$ cat config.mk
export PLATFORM = sky130hd
export DESIGN_NAME = ccc_command_control
export DESIGN_NICKNAME = d
export VERILOG_FILES = /design/src/hdl/ccc_pkg.sv /design/src/hdl/ccc_command_control.sv
export SDC_FILE = /design/constraint.sdc
export NUM_CORES = 1
export LEC_CHECK = 0
export ABC_AREA = 1
export BUFFER_PORTS_ARGS = -buffer_cell sky130_fd_sc_hd__buf_2
export CORE_MARGIN = 2
export CORE_UTILIZATION = 49
export DETAILED_ROUTE_END_ITERATION = 10
export GPL_TIMING_DRIVEN = 1
export PLACE_DENSITY_LB_ADDON = 0.1
export SYNTH_ARGS = -nofsm -noshare
export SYNTH_HDL_FRONTEND = slang
export SYNTH_SLANG_ARGS = --single-unit
export TNS_END_PERCENT = 1
$ cat constraint.sdc
create_clock -name clk_sys -period 3.4 [get_ports clk_sys]
set_input_delay 1.02 -clock clk_sys [delete_from_list [all_inputs] [get_ports clk_sys]]
set_output_delay 1.02 -clock clk_sys [all_outputs]
set_load 0.02 [all_outputs]
$ cat src/hdl/ccc_pkg.sv
// package for the command-control register bank
// assumes a 50 MHz system clock and a plain strobe register port
package ccc_pkg;

  // ****************************************************************
  // register map, word offsets on the plain port
  // ****************************************************************
  localparam logic [3:0] CCC_OFF_REQ    = 4'h0;
  localparam logic [3:0] CCC_OFF_STS    = 4'h1;
  localparam logic [3:0] CCC_OFF_ABORT  = 4'h2;
  localparam logic [3:0] CCC_OFF_LAUNCH = 4'h3;
  localparam logic [3:0] CCC_OFF_CTRL   = 4'h4;

  // ****************************************************************
  // field positions and values
  // ****************************************************************
  localparam int          CCC_BIT_READY   = 0;
  localparam int          CCC_BIT_GO_IDLE_REQUEST  = 1;
  localparam int          CCC_BIT_FATAL   = 0;
  localparam int          CCC_BIT_IDLE    = 1;
  localparam int          CCC_BIT_PREEMPT = 0;
  localparam int          CCC_BIT_FERR    = 1;
  localparam logic [31:0] CCC_WORD_ZERO   = 32'h0000_0000;
  localparam logic [31:0] CCC_WORD_ONE    = 32'h0000_0001;
  localparam logic [31:0] CCC_RC_OK       = 32'h0000_0000;
  localparam logic [31:0] CCC_RC_CANCEL   = 32'h0000_0901; // arbitrary code

  // ****************************************************************
  // timing
  // ****************************************************************
  localparam int CCC_CLK_MHZ       = 50;
  localparam int CCC_VALID_NS      = 100;
  localparam int CCC_CHANGE_NS     = 200;
  localparam int CCC_VALID_CYC     = (CCC_VALID_NS * CCC_CLK_MHZ) / 1000;
  localparam int CCC_CHANGE_CYC    = (CCC_CHANGE_NS * CCC_CLK_MHZ) / 1000;
  localparam int CCC_CNT_W         = 16;

  // ****************************************************************
  // states and carriers
  // ****************************************************************
  typedef enum logic [2:0] {
    CCC_IDLE  = 3'b000,
    CCC_READY = 3'b001,
    CCC_RECV  = 3'b010,
    CCC_EXEC  = 3'b011,
    CCC_DONE  = 3'b100
  } ccc_state_type;

  typedef struct packed {
    logic [3:0]  addr;
    logic [31:0] wdata;
    logic        wr;
    logic        rd;
  } ccc_bus_type;

  typedef struct packed {
    ccc_state_type          state;
    logic [31:0]            abort_req;
    logic [31:0]            launch;
    logic                   fatal;
    logic                   idle_ind;
    logic [31:0]            rdata;
    logic [31:0]            resp_code;
    logic                   resp_valid;
    logic                   buf_valid;
    logic                   exec_go;
    logic [CCC_CNT_W-1:0]   exec_cnt;
  } ccc_st_type;

endpackage : ccc_pkg

$ cat src/hdl/ccc_command_control.sv
// command-control register bank: state machine, abort and launch registers
// assumes synchronous inputs, one clock, a master that never waits
//
// Contract
// - idle indicator readable and valid within field-valid timeout after init
// - idle indicator is 1 in Idle and only in Idle
// - idle indicator resets to the Idle value
// - ready request clears idle indicator, enters Ready within state-change timeout
// - fatal flag set only by unreportable fatal error; the code also sets it on a control-register write of the FERR bit
// - fatal flag reflects operational state and is valid after init
// - abort in execution may stop command; response and completion follow
// - finished command returns normal code, terminated one the cancelled code
// - aborted command ends within the long-command timeout
// - ending under abort clears the whole launch register
// - abort register ignored outside Command Execution
// - abort register is 32-bit read/write, resets to zero
// - abort sampled during execution; an uncleared abort hits the next command
// - preemption in execution acts as abort then go to Idle
// - launch write of one in Reception starts execution
// - launch write of one ignored outside Reception
// - launch write of zero ignored entirely
// - end of processing clears launch and enters Completion
// - go-idle request invalidates buffer, enters Idle, sets idle indicator
// - first command byte written in Ready enters Reception
// - device is in Idle after init
`timescale 1ns/1ps
`default_nettype none

module ccc_command_control
  import ccc_pkg::*;
#(
  parameter int EXEC_CYC      = 64,     // nominal command run time
  parameter int LONG_CMD_CYC  = 50000   // long-command timeout in cycles
)(
  // clock and reset
  input  wire logic        clk_sys,
  input  wire logic        rst,
  input  wire logic        clk_en,
  // register port
  input  wire logic [3:0]  reg_addr,
  input  wire logic [31:0] reg_wdata,
  input  wire logic        reg_wr,
  input  wire logic        reg_rd,
  output logic      [31:0] reg_rdata,
  // command engine events
  input  wire logic        buf_first_byte,
  input  wire logic        fatal_event,
  input  wire logic        preempt_req,
  // status out
  output logic             idle_indicator,
  output logic             fatal_error_flag,
  output logic [2:0]       ccc_state,
  output logic [31:0]      response_code,
  output logic             response_valid,
  output logic             buffer_valid
);

  // ****************************************************************
  // state registers
  // ****************************************************************
  ccc_st_type  s_reg;
  ccc_st_type  s_next;
  ccc_bus_type bus;

  assign bus = '{addr: reg_addr, wdata: reg_wdata, wr: reg_wr, rd: reg_rd};

  // decoded write hits
  logic wr_req;
  logic wr_abort;
  logic wr_launch;
  logic wr_ctrl;
  logic abort_seen;
  logic preempt_seen;
  logic cmd_end;
  logic cmd_term;

  assign wr_req    = bus.wr && (bus.addr == CCC_OFF_REQ);
  assign wr_abort  = bus.wr && (bus.addr == CCC_OFF_ABORT);
  assign wr_launch = bus.wr && (bus.addr == CCC_OFF_LAUNCH);
  assign wr_ctrl   = bus.wr && (bus.addr == CCC_OFF_CTRL);

  // ****************************************************************
  // next-state logic
  // ****************************************************************
  // abort only looked at during execution, so a stale value elsewhere is harmless
  always_comb
  begin
    s_next       = s_reg;
    abort_seen   = (s_reg.state == CCC_EXEC) && (s_reg.abort_req == CCC_WORD_ONE);
    preempt_seen = (s_reg.state == CCC_EXEC) && preempt_req;
    cmd_term     = abort_seen || preempt_seen;
    cmd_end      = (s_reg.state == CCC_EXEC) &&
                   (cmd_term || (s_reg.exec_cnt >= CCC_CNT_W'(EXEC_CYC)));
    s_next.exec_go = 1'b0;

    // abort register stores whatever is written
    if (wr_abort)
    begin
      s_next.abort_req = bus.wdata;
    end

    // sticky fatal flag, from an unreportable error or a control write of the FERR bit
    if (fatal_event || (wr_ctrl && bus.wdata[CCC_BIT_FERR]))
    begin
      s_next.fatal = 1'b1;
    end

    case (s_reg.state)
      CCC_IDLE:
      begin
        if (wr_req && bus.wdata[CCC_BIT_READY])
        begin
          s_next.state    = CCC_READY;
          s_next.idle_ind = 1'b0;
        end
      end
      CCC_READY:
      begin
        if (wr_req && bus.wdata[CCC_BIT_GO_IDLE_REQUEST])
        begin
          s_next.state     = CCC_IDLE;
          s_next.idle_ind  = 1'b1;
          s_next.buf_valid = 1'b0;
        end
        else if (buf_first_byte)
        begin
          s_next.state      = CCC_RECV;
          s_next.buf_valid  = 1'b1;
          s_next.resp_valid = 1'b0;
        end
      end
      CCC_RECV:
      begin
        if (wr_req && bus.wdata[CCC_BIT_GO_IDLE_REQUEST])
        begin
          s_next.state     = CCC_IDLE;
          s_next.idle_ind  = 1'b1;
          s_next.buf_valid = 1'b0;
        end
        else if (wr_launch && (bus.wdata == CCC_WORD_ONE))
        begin
          s_next.state    = CCC_EXEC;
          s_next.launch   = CCC_WORD_ONE;
          s_next.exec_cnt = '0;
          s_next.exec_go  = 1'b1;
        end
      end
      CCC_EXEC:
      begin
        s_next.exec_cnt = s_reg.exec_cnt + CCC_CNT_W'(1);
        if (cmd_end)
        begin
          s_next.launch     = CCC_WORD_ZERO;
          s_next.resp_valid = 1'b1;
          s_next.resp_code  = cmd_term ? CCC_RC_CANCEL : CCC_RC_OK;
          if (preempt_seen)
          begin
            s_next.state     = CCC_IDLE;
            s_next.idle_ind  = 1'b1;
            s_next.buf_valid = 1'b0;
          end
          else
          begin
            s_next.state = CCC_DONE;
          end
        end
      end
      CCC_DONE:
      begin
        if (wr_req && bus.wdata[CCC_BIT_GO_IDLE_REQUEST])
        begin
          s_next.state      = CCC_IDLE;
          s_next.idle_ind   = 1'b1;
          s_next.buf_valid  = 1'b0;
          s_next.resp_valid = 1'b0;
        end
      end
      default:
      begin
        s_next.state    = CCC_IDLE;
        s_next.idle_ind = 1'b1;
      end
    endcase

    // launch writes outside reception, and zero writes, leave everything alone

    // read data stands one cycle after the strobe; unmapped reads give zero
    s_next.rdata = CCC_WORD_ZERO;
    if (bus.rd)
    begin
      case (bus.addr)
        CCC_OFF_STS:
        begin
          s_next.rdata[CCC_BIT_IDLE]  = s_reg.idle_ind;
          s_next.rdata[CCC_BIT_FATAL] = s_reg.fatal;
        end
        CCC_OFF_ABORT:  s_next.rdata = s_reg.abort_req;
        CCC_OFF_LAUNCH: s_next.rdata = s_reg.launch;
        CCC_OFF_CTRL:   s_next.rdata[CCC_BIT_FERR] = s_reg.fatal;
        default:        s_next.rdata = CCC_WORD_ZERO;
      endcase
    end
  end

  // ****************************************************************
  // state register
  // ****************************************************************
  // reset lands in Idle with the indicator set, so reads are valid at once
  always_ff @(posedge clk_sys or posedge rst)
  begin
    if (rst)
    begin
      s_reg            <= '0;
      s_reg.state      <= CCC_IDLE;
      s_reg.idle_ind   <= 1'b1;
    end
    else if (clk_en)
    begin
      s_reg <= s_next;
    end
  end

  // outputs straight from flops
  assign reg_rdata        = s_reg.rdata;
  assign idle_indicator   = s_reg.idle_ind;
  assign fatal_error_flag = s_reg.fatal;
  assign ccc_state        = s_reg.state;
  assign response_code    = s_reg.resp_code;
  assign response_valid   = s_reg.resp_valid;
  assign buffer_valid     = s_reg.buf_valid;
endmodule : ccc_command_control

`default_nettype wire

After elaboration in Yosys (flattened, before gate mapping) --
Cells that the tools add are included.
Operators by class: add/subtract/negate cells 1, multiplexer cells 35, order comparisons 1, reductions and logical operators 29, equality and inequality tests 22
Operator list (number):
- 32-bit two-way mux | 4
- 32-bit by 1-bit equality test with 1-bit output, second input constant | 2
- 32-bit case mux with 2 select lines | 1
- 30-bit case mux with 2 select lines | 1
- 16-bit two-way mux | 2
- 16-bit case mux with 2 select lines | 1
- 3-bit two-way mux | 8
- 2-bit inequality test, second input constant | 9
- 16-bit by 1-bit adder with 16-bit output, second input constant | 1
- 16-bit by 7-bit greater-or-equal comparator with 1-bit output, second input constant | 1
- 3-bit case mux with 5 select lines | 1
- 12-bit two-way mux | 1
- 6-bit AND reduction | 2
- 1-bit logical AND | 11
- 5-bit AND reduction | 2
- 1-bit case mux with 3 select lines | 3
- 4-bit by 2-bit equality test with 1-bit output, second input constant | 2
- 1-bit two-way mux | 8
- 1-bit case mux with 4 select lines | 2
- 7-bit AND reduction | 1
- 3-bit by 2-bit equality test with 1-bit output, second input constant | 2
- 2-bit two-way mux | 3
- 3-bit inequality test, second input constant | 2
- 4-bit by 1-bit equality test with 1-bit output, second input constant | 1
- other kinds (14) | 17
Word-level totals: input port bits 44, word-level logic and storage cells 98, output and inout port bits 71, bits in registers 131

Longest topological paths before layout --
Gate-level depths: netlist of run 1.
depth in word-level cells 7, depth in mapped cells 12, mapped depth without buffers 12

Least setup slack after synthesis of run 1 --
OpenSTA, ideal clock, no wires.
path kind input port to flip-flop, start in reg_wdata[1], end reg s_reg[11] (netlist bit), setup time 0.116 ns, data required time 3.284 ns, path buffers 2, arrival 1.913 ns, setup slack 1.371 ns, stages 12, cells stage by stage inv_2 -> nand2_1 -> nor2_1 -> nand2_1 -> nor2_1 -> nand3_1 -> nand2_1 -> nand2_2 -> buf_6 -> buf_8 -> nand2_1 -> nand2_1
On the way: longest elaborated chain between the ends 4, elaborated cells on any way between the ends 6, those cells by class eq/ne: 3; reduce/logical: 3
RTL lines:
- from (decl) | RTL line ccc_command_control.sv:41 | input wire logic [31:0] reg_wdata,
- 32-bit by 1-bit equality test with 1-bit output | RTL line ccc_command_control.sv:140 | else if (wr_launch && (bus.wdata == CCC_WORD_ONE))
- 1-bit logical AND | RTL line ccc_command_control.sv:140
- 2-bit inequality test (no source line)
- 4-bit AND reduction (no source line) (*)
- to (signal assigned) | RTL line ccc_command_control.sv:219 | s_reg <= s_next;
- to (decl) | RTL line ccc_command_control.sv:61 | ccc_st_type s_reg;
Every way passes the cells marked *; elsewhere a longest branch is shown, timed or not. A chain may end at the register's enable or synchronous reset.

Worst setup path after layout of run 1 --
start in reg_wdata[1], end reg s_reg[85] (netlist bit)
On the way: longest elaborated chain between the ends 4, elaborated cells on any way between the ends 6, those cells by class eq/ne: 3; reduce/logical: 3
RTL lines (RTL line):
- 32-bit by 1-bit equality test with 1-bit output | ccc_command_control.sv:140
- 1-bit logical AND | ccc_command_control.sv:140
- 2-bit inequality test (no source line)
- 5-bit AND reduction (no source line) (*)
Marks and branches as above.

==> reports/qor.yml, run 1 <==
rsz0062_at_grt: "false"
ys_ff_latch: 89
wl_per_cell_microns: 13.2
slowest_delay_ns: 0.29
tns_ns: 0
final_cells: 817
antenna_found_initial: 0
finalHoldViolCount: 0
reg2regPathDepth: 9
fin_crit_sh: 0.701
antenna_cells: 0
largest_reg_flops: 49
clkTransAtPathRegs_ns: 0.08
grt_max_degree: 60
finClkSkew_ns: 0.00966
drc: 0
drv_slew: 0
cts_num_sinks: 89
start_util: 0.508
path_cells: "buf_2 > inv_2 > nand2_1 > nor2_1 > nand2_1 > nor2_1 > nand3_1 > nand2_1 > nand2_2 > inv_2 > nand2_1 > nand2_1 > o21ai_2"
fmax_mhz: 419
tightest_slew_ns: 1.04
gr-total-overflow: 0
fin_crit_ns: 2.38
synth.distinct_cells: 33
stdcell_area_sq_mm: 0.00529
timing.slew.headroom: 0.307
synth_edf_count: 0
final_common_cell: "nand2_1"
r2r-start: "ccc_state[0]"
finalSetupViolations: 0
placed_cells: 801
syn_area_sq_mm: 0.00499
post_dp_cell_area_sq_mm: 0.00510
start_kind: "primary input"
vias_per_cell: 4.84
hold_class: "flop to flop"
worst-endpoint-arrival_ns: 2.62
synth_top_area_share: 0.441
area_growth_pct: 6.12
cts_hold_buf: 0
htreeDepth: 3
cts_root_buf: "clkbuf_8"
grt_usage: 0.210
wl_mm: 10.8
gp_routability_congestion: 0.909
fin_ws_ns: 1.02
synth_top_area_cell: "dfrtp_1"
r2r_slack_ns: 1.46
crit_path_end_kind: "flop"
power.total_mw: 2.96
dieArea_sq_mm: 0.0110
netlist_instances: 641
grt_pass1_vias: 3903
yosys_warnings: 0
first_iter_violations: 201
required_ns: 3.64
ys_top_cells_by_area: "dfrtp_1, nand2_1, buf_4"
cts_tree: "built"
synth-main-ff-cell: "dfrtp_1"
async_flop_share: 1.00
drtAntennaViolNets: 0
post_cts_buffers: 0
core_area_sq_mm: 0.00982
r2r-end: "response_code[8]"
std_cell_rows: 36
io_buffers: 85
max-clock-path-buffers: 2
status: "finished, final reports clean"
syn_area_per_cell_sq_um: 7.78
first_pass_iters: 5
p_leak_nw: 2.79
clk_latency_ns: 0.36
crit_slowest_cell: "inv_2"
critPathMaxFanout: 20
cp_common_cell: "nand2_1"
num-nets-final: 725
hold_start: "reg_rdata[29]"
vias: 3956
ys_seq_area_frac: 0.447
powerDensity_mw_per_mm2: 560
whs_endpoint: "reg_rdata[29]"
drive_gt1_frac: 0.190
cts_made_buffers: 9
hold_ws_ns: 0.482
ir_drop_mv: 0.235
post-route-util: 0.539
mostFrequentLayoutCells: "nand2_1, dfrtp_1, buf_2, inv_1, nor2_1"
maxCapViolations: 0
dieHeight_microns: 105
worstSetupPathType: "primary input to flop"
io_pins: 115
grt_pass1_wl_mm: 18.6
die_w_microns: 105
dpl_worst_slack_ns: 0.671
hold_depth: 2
postCtsResizedCells: 0
hpwl_mm: 7.91
==> cells in the mapped netlist (3+ instances only) <==
cell type    n
nand2_1    159
dfrtp_1     88
inv_1       75
buf_4       67
nor2_1      60
o21ai_0     43
nand3_1     35
o31ai_1     22
a21oi_1     11
clkbuf_1    11
nand4_1      9
o21ai_1      7
xor2_1       6
buf_2        4
inv_2        4
nor2_2       4
nor2_4       4
nor3_1       4
o21ai_2      4
buf_6        3
nand3_2      3
==> cells by family (layout without fill, tap and decap cells) <==
kind of cell / count (synthesis) / in the layout / synth area share
and+or+nand+nor: 285 / 285 / 0.246
buffers and inverters: 168 / 183 / 0.185
AOI/OAI and AO/OA: 90 / 90 / 0.106
DFF: 89 / 89 / 0.447
xor gates and xnor gates: 6 / 6 / 0.0105
adders and majority gates: 2 / 2 / 0.00502
other: 1 / 29 / 0.000752
==> where the power goes <==
group | switching [mW] | internal (mW) | total, mW
clock | 0.376 | 0.362 | 0.738
sequential | 0.160 | 1.23 | 1.39
combinational | 0.560 | 0.272 | 0.832
total | 1.10 | 1.87 | 2.96
==> worst max-delay path, delay by kind of cell <==
| family | cells | cell delay [ns] |
|---|---|---|
| AND/OR/NAND/NOR | 9 | 1.06 |
| buffers and inverters | 3 | 0.50 |
| AO/OA/AOI/OAI | 1 | 0.05 |
==> cell type report <==
class,count,area [sq um]
Sequential cell,89,2230
Multi-Input combinational cell,412,1940
Tap cell,133,166
Clock inverter,4,52.6
Fill cell,1022,4530
Clock buffer,12,145
Inverter,79,298
Timing Repair Buffer,88,460
==> how the worst max path moves through the flow <==
stage                             from           end  slack (ns)  depth (start not counted)
after floorplan                    rst  buffer_valid        0.07                          1
after global placement     reg_addr[3]     s_reg[85]        0.70                         11
after detailed placement  reg_wdata[1]     s_reg[85]        0.67                         13
after CTS                 reg_wdata[1]     s_reg[85]        1.04                         13
after global routing      reg_wdata[1]     s_reg[85]        0.83                         13
final                     reg_wdata[1]     s_reg[85]        1.02                         13
==> routing by layer <==
metal	track usage	vias up	share of wire
met2	0.321	115	0.43
met3	0.0393	14	0.057
met4	0.0667	0	0.017
li1	-	2003	-
met5	0	-	0
met1	0.301	1824	0.49
(Power assumes the default switching activity.)
==> inputs of run 2 (changes only) <==
--- a/config.mk
+++ b/config.mk
@@ -5,10 +5,10 @@
 export SDC_FILE = /design/constraint.sdc
 export NUM_CORES = 1
 export LEC_CHECK = 0
-export ABC_AREA = 1
+export ABC_AREA = 0
 export BUFFER_PORTS_ARGS = -buffer_cell sky130_fd_sc_hd__buf_2
 export CORE_MARGIN = 2
-export CORE_UTILIZATION = 49
+export CORE_UTILIZATION = 54
 export DETAILED_ROUTE_END_ITERATION = 10
 export GPL_TIMING_DRIVEN = 1
 export PLACE_DENSITY_LB_ADDON = 0.1
==> constraint.sdc (replaced) <==
create_clock -name clk_sys -period 2.2 [get_ports clk_sys]
set_input_delay 0.66 -clock clk_sys [delete_from_list [all_inputs] [get_ports clk_sys]]
set_output_delay 0.66 -clock clk_sys [all_outputs]
set_load 0.02 [all_outputs]
==> run 2 against run 1 <==
Effect of this change:
- power rose by 60%
- via count fell by 10%
- non-clock buffer count increased by 40
- largest power group unchanged
- flip-flop and latch count stayed put
==> reports/qor.yml, run 2 <==
status: "finished, final reports clean"
synth_edf_count: 0  # unchanged
gr-usage-met1: 0.329  # +0.0287
p_leak_nw: 2.65  # -4.8%
mostFrequentLayoutCells: "dfrtp_1, buf_2, nand2_1, buf_4, inv_1"
antenna_cells: 0  # unchanged
yosysMostFrequentCell: "dfrtp_1"
grtUsageMet3: 0.0397  # +0.000415
fmax_mhz: 479
hold_class: "primary input to asynchronous set/reset pin"
synth_top_area_share: 0.454  # +0.0130
dieHeight_microns: 98.7  # -5.9%
cp_top_family: "buffers and inverters"
required_ns: 2.44  # -1.20 ns
wl_mm: 10.8  # -0.43%
ys_top_cells_by_area: "dfrtp_1, buf_4, mux2_1"
gp_routability_congestion: 0.875  # -3.7%
critPathCapture: "s_reg[11]"
wl_per_cell_microns: 16.0  # +21%
post-route-util: 0.632  # +0.0926
drc: 0  # unchanged
cp_common_cell: "buf_4"
dieArea_sq_mm: 0.00975  # -11%
synth_top_area_cell: "dfrtp_1"
r2r_slack_ns: 0.14  # -1.32 ns
slowest_delay_ns: 0.34  # +0.05 ns
ys_seq_area_frac: 0.460  # +0.0131
async_flop_share: 1.00  # unchanged
fin_crit_sh: 0.949
worst-endpoint-arrival_ns: 2.33  # -0.29 ns
critPathMaxFanout: 6  # -70%
yosys_warnings: 0  # unchanged
antenna_found_initial: 0  # unchanged
start_kind: "primary input"
tightest_slew_ns: 0.554  # -0.485 ns
ir_drop_mv: 0.476  # +100%
vias: 3562  # -10%
tns_ns: 0  # unchanged
clkTransAtPathRegs_ns: 0.09  # about the same
cp.depth: 9  # -4
core_area_sq_mm: 0.00872  # -11%
vias_per_cell: 5.29  # +9.3%
drtAntennaViolNets: 0  # unchanged
start_util: 0.556  # +0.0476
hpwl_mm: 8.12  # +2.7%
cts_num_sinks: 89  # unchanged
drv_slew: 0  # unchanged
reg2regPathDepth: 6  # -3
cp-startpoint: "reg_wdata[1]"
fin_crit_ns: 2.09
drive_gt1_frac: 0.294  # +0.104
io_buffers: 85  # unchanged
hold_ws_ns: 0.342  # -0.140 ns
max-clock-path-buffers: 2  # unchanged
grt_pass1_vias: 3559  # -8.8%
finClkSkew_ns: 0.00858  # -0.00107 ns
crit_slowest_cell: "nor4_2"
maxCapViolations: 0  # unchanged
num-nets-final: 606  # -16%
cts_made_buffers: 9  # unchanged
grt_pass1_wl_mm: 18.2  # -2.5%
stdcell_area_sq_mm: 0.00551  # +4.1%
cts_tree: "built"
first_pass_iters: 4  # -1
path_cells: "buf_2 > nor4_2 > buf_4 > nand4_1 > buf_4 > o31ai_4 > nand2_1 > buf_4 > o2bb2ai_1"
synth-main-ff-cell: "dfrtp_1"
finalHoldViolCount: 0  # unchanged
netlist_instances: 480  # -25%
worstPathBufferInverterCount: 4  # +1
final_common_cell: "dfrtp_1"
fillCellCount: 746  # -27%
first_iter_violations: 126  # -37%
finalSetupViolations: 0  # unchanged
r2r-start: "s_reg[122]"
r2r-end: "ccc_state[2]"
io_pins: 115  # unchanged
synth_common_cells: "dfrtp_1, buf_4, nand2_1"
std_cell_rows: 34  # -5.6%
syn_area_per_cell_sq_um: 10.1  # +30%
timing.slew.headroom: 0.630  # +0.323
clk_latency_ns: 0.35  # about the same
use_met2: 0.365  # +0.0438
largest_reg_flops: 49  # unchanged
gr-total-overflow: 0  # unchanged
grt_busiest_layer: "met2"
ys_ff_latch: 89  # unchanged
cts_root_buf: "clkbuf_8"
syn_area_sq_mm: 0.00485  # -2.9%
die_w_microns: 98.7  # -5.9%
synth.distinct_cells: 57  # +73%
post_dp_cell_area_sq_mm: 0.00526  # +3.2%
grt_usage: 0.232  # +0.0226
area_growth_pct: 13.7
powerDensity_mw_per_mm2: 863  # +54%
crit_path_end_kind: "flop"
grt_max_degree: 42  # -30%
worstSetupPathType: "primary input to flop"
htreeDepth: 3  # unchanged
[run 2: how the worst min path moves through the flow]
stage	end	startpoint	cells after the start	slack [ns]
final	reg_rdata[7]	rst	2	0.34
after global routing	reg_rdata[7]	rst	2	0.36
after CTS	reg_rdata[7]	rst	2	0.34
after detailed placement	reg_rdata[22]	s_reg[139]	2	0.49
after global placement	s_reg[85]	s_reg[85]	2	0.48
after floorplan	s_reg[85]	s_reg[85]	2	0.46
[run 2: cell families (layout without fill, tap and decap cells)]
kind of cell	count (synthesis)	after routing	share of synthesized area
AO/OA/AOI/OAI	81	81	0.118
adder cells (fa/ha/maj)	2	2	0.00516
buffers and inverters	127	184	0.157
flip-flops	89	89	0.460
multiplexers	45	45	0.102
other	1	29	0.000774
AND/OR/NAND/NOR	135	135	0.158
[run 2: layout make-up]
cell class / count / area (sq um) / share of cell area
clock buffer: 10 / 128 / 0.0232
clock inverter: 6 / 115 / 0.0209
inverter: 40 / 154 / 0.0279
multi-input combinational: 292 / 1980 / 0.359
sequential: 89 / 2230 / 0.404
tap: 108 / 135 / 0.0245
timing repair buffer: 128 / 773 / 0.140
[run 2: what timing repair did]
action	in CTS	in global routing
hold buffers	0	0
hold endpoints to repair	0	0
buffers inserted	0	0
endpoints found under the setup margin	0	17
gates resized for setup	0	1
[run 2: worst reg2reg max path, cell delays in order (launching register included)]
cell	delay, ns
dfrtp_1	0.41
nor4b_1	0.44
buf_4	0.19
nand4_1	0.17
o211ai_2	0.25
nand4_2	0.14
mux2_1	0.34
[run 2: report_power, final]
| group | switching (mW) | internal (mW) |
|---|---|---|
| sequential | 0.294 | 1.87 |
| combinational | 0.696 | 0.531 |
| clock | 0.597 | 0.761 |
| total | 1.59 | 3.17 |
[run 2: layer usage]
layer	part of all wire	vias up
li1	-	1737
met2	0.47	94
met1	0.47	1717
met4	0.014	0
met5	0	-
met3	0.045	14
[run 2: through the flow]
step                      worst slack, ns  power (mW)  std cells
after CTS                          0.0130        4.79        673
after global routing             -0.00102        5.03        673
after detailed placement           -0.370        3.42        657
after global placement             -0.366        3.39        657
final                               0.113        4.75        673
after floorplan                    0.0190        3.06        508
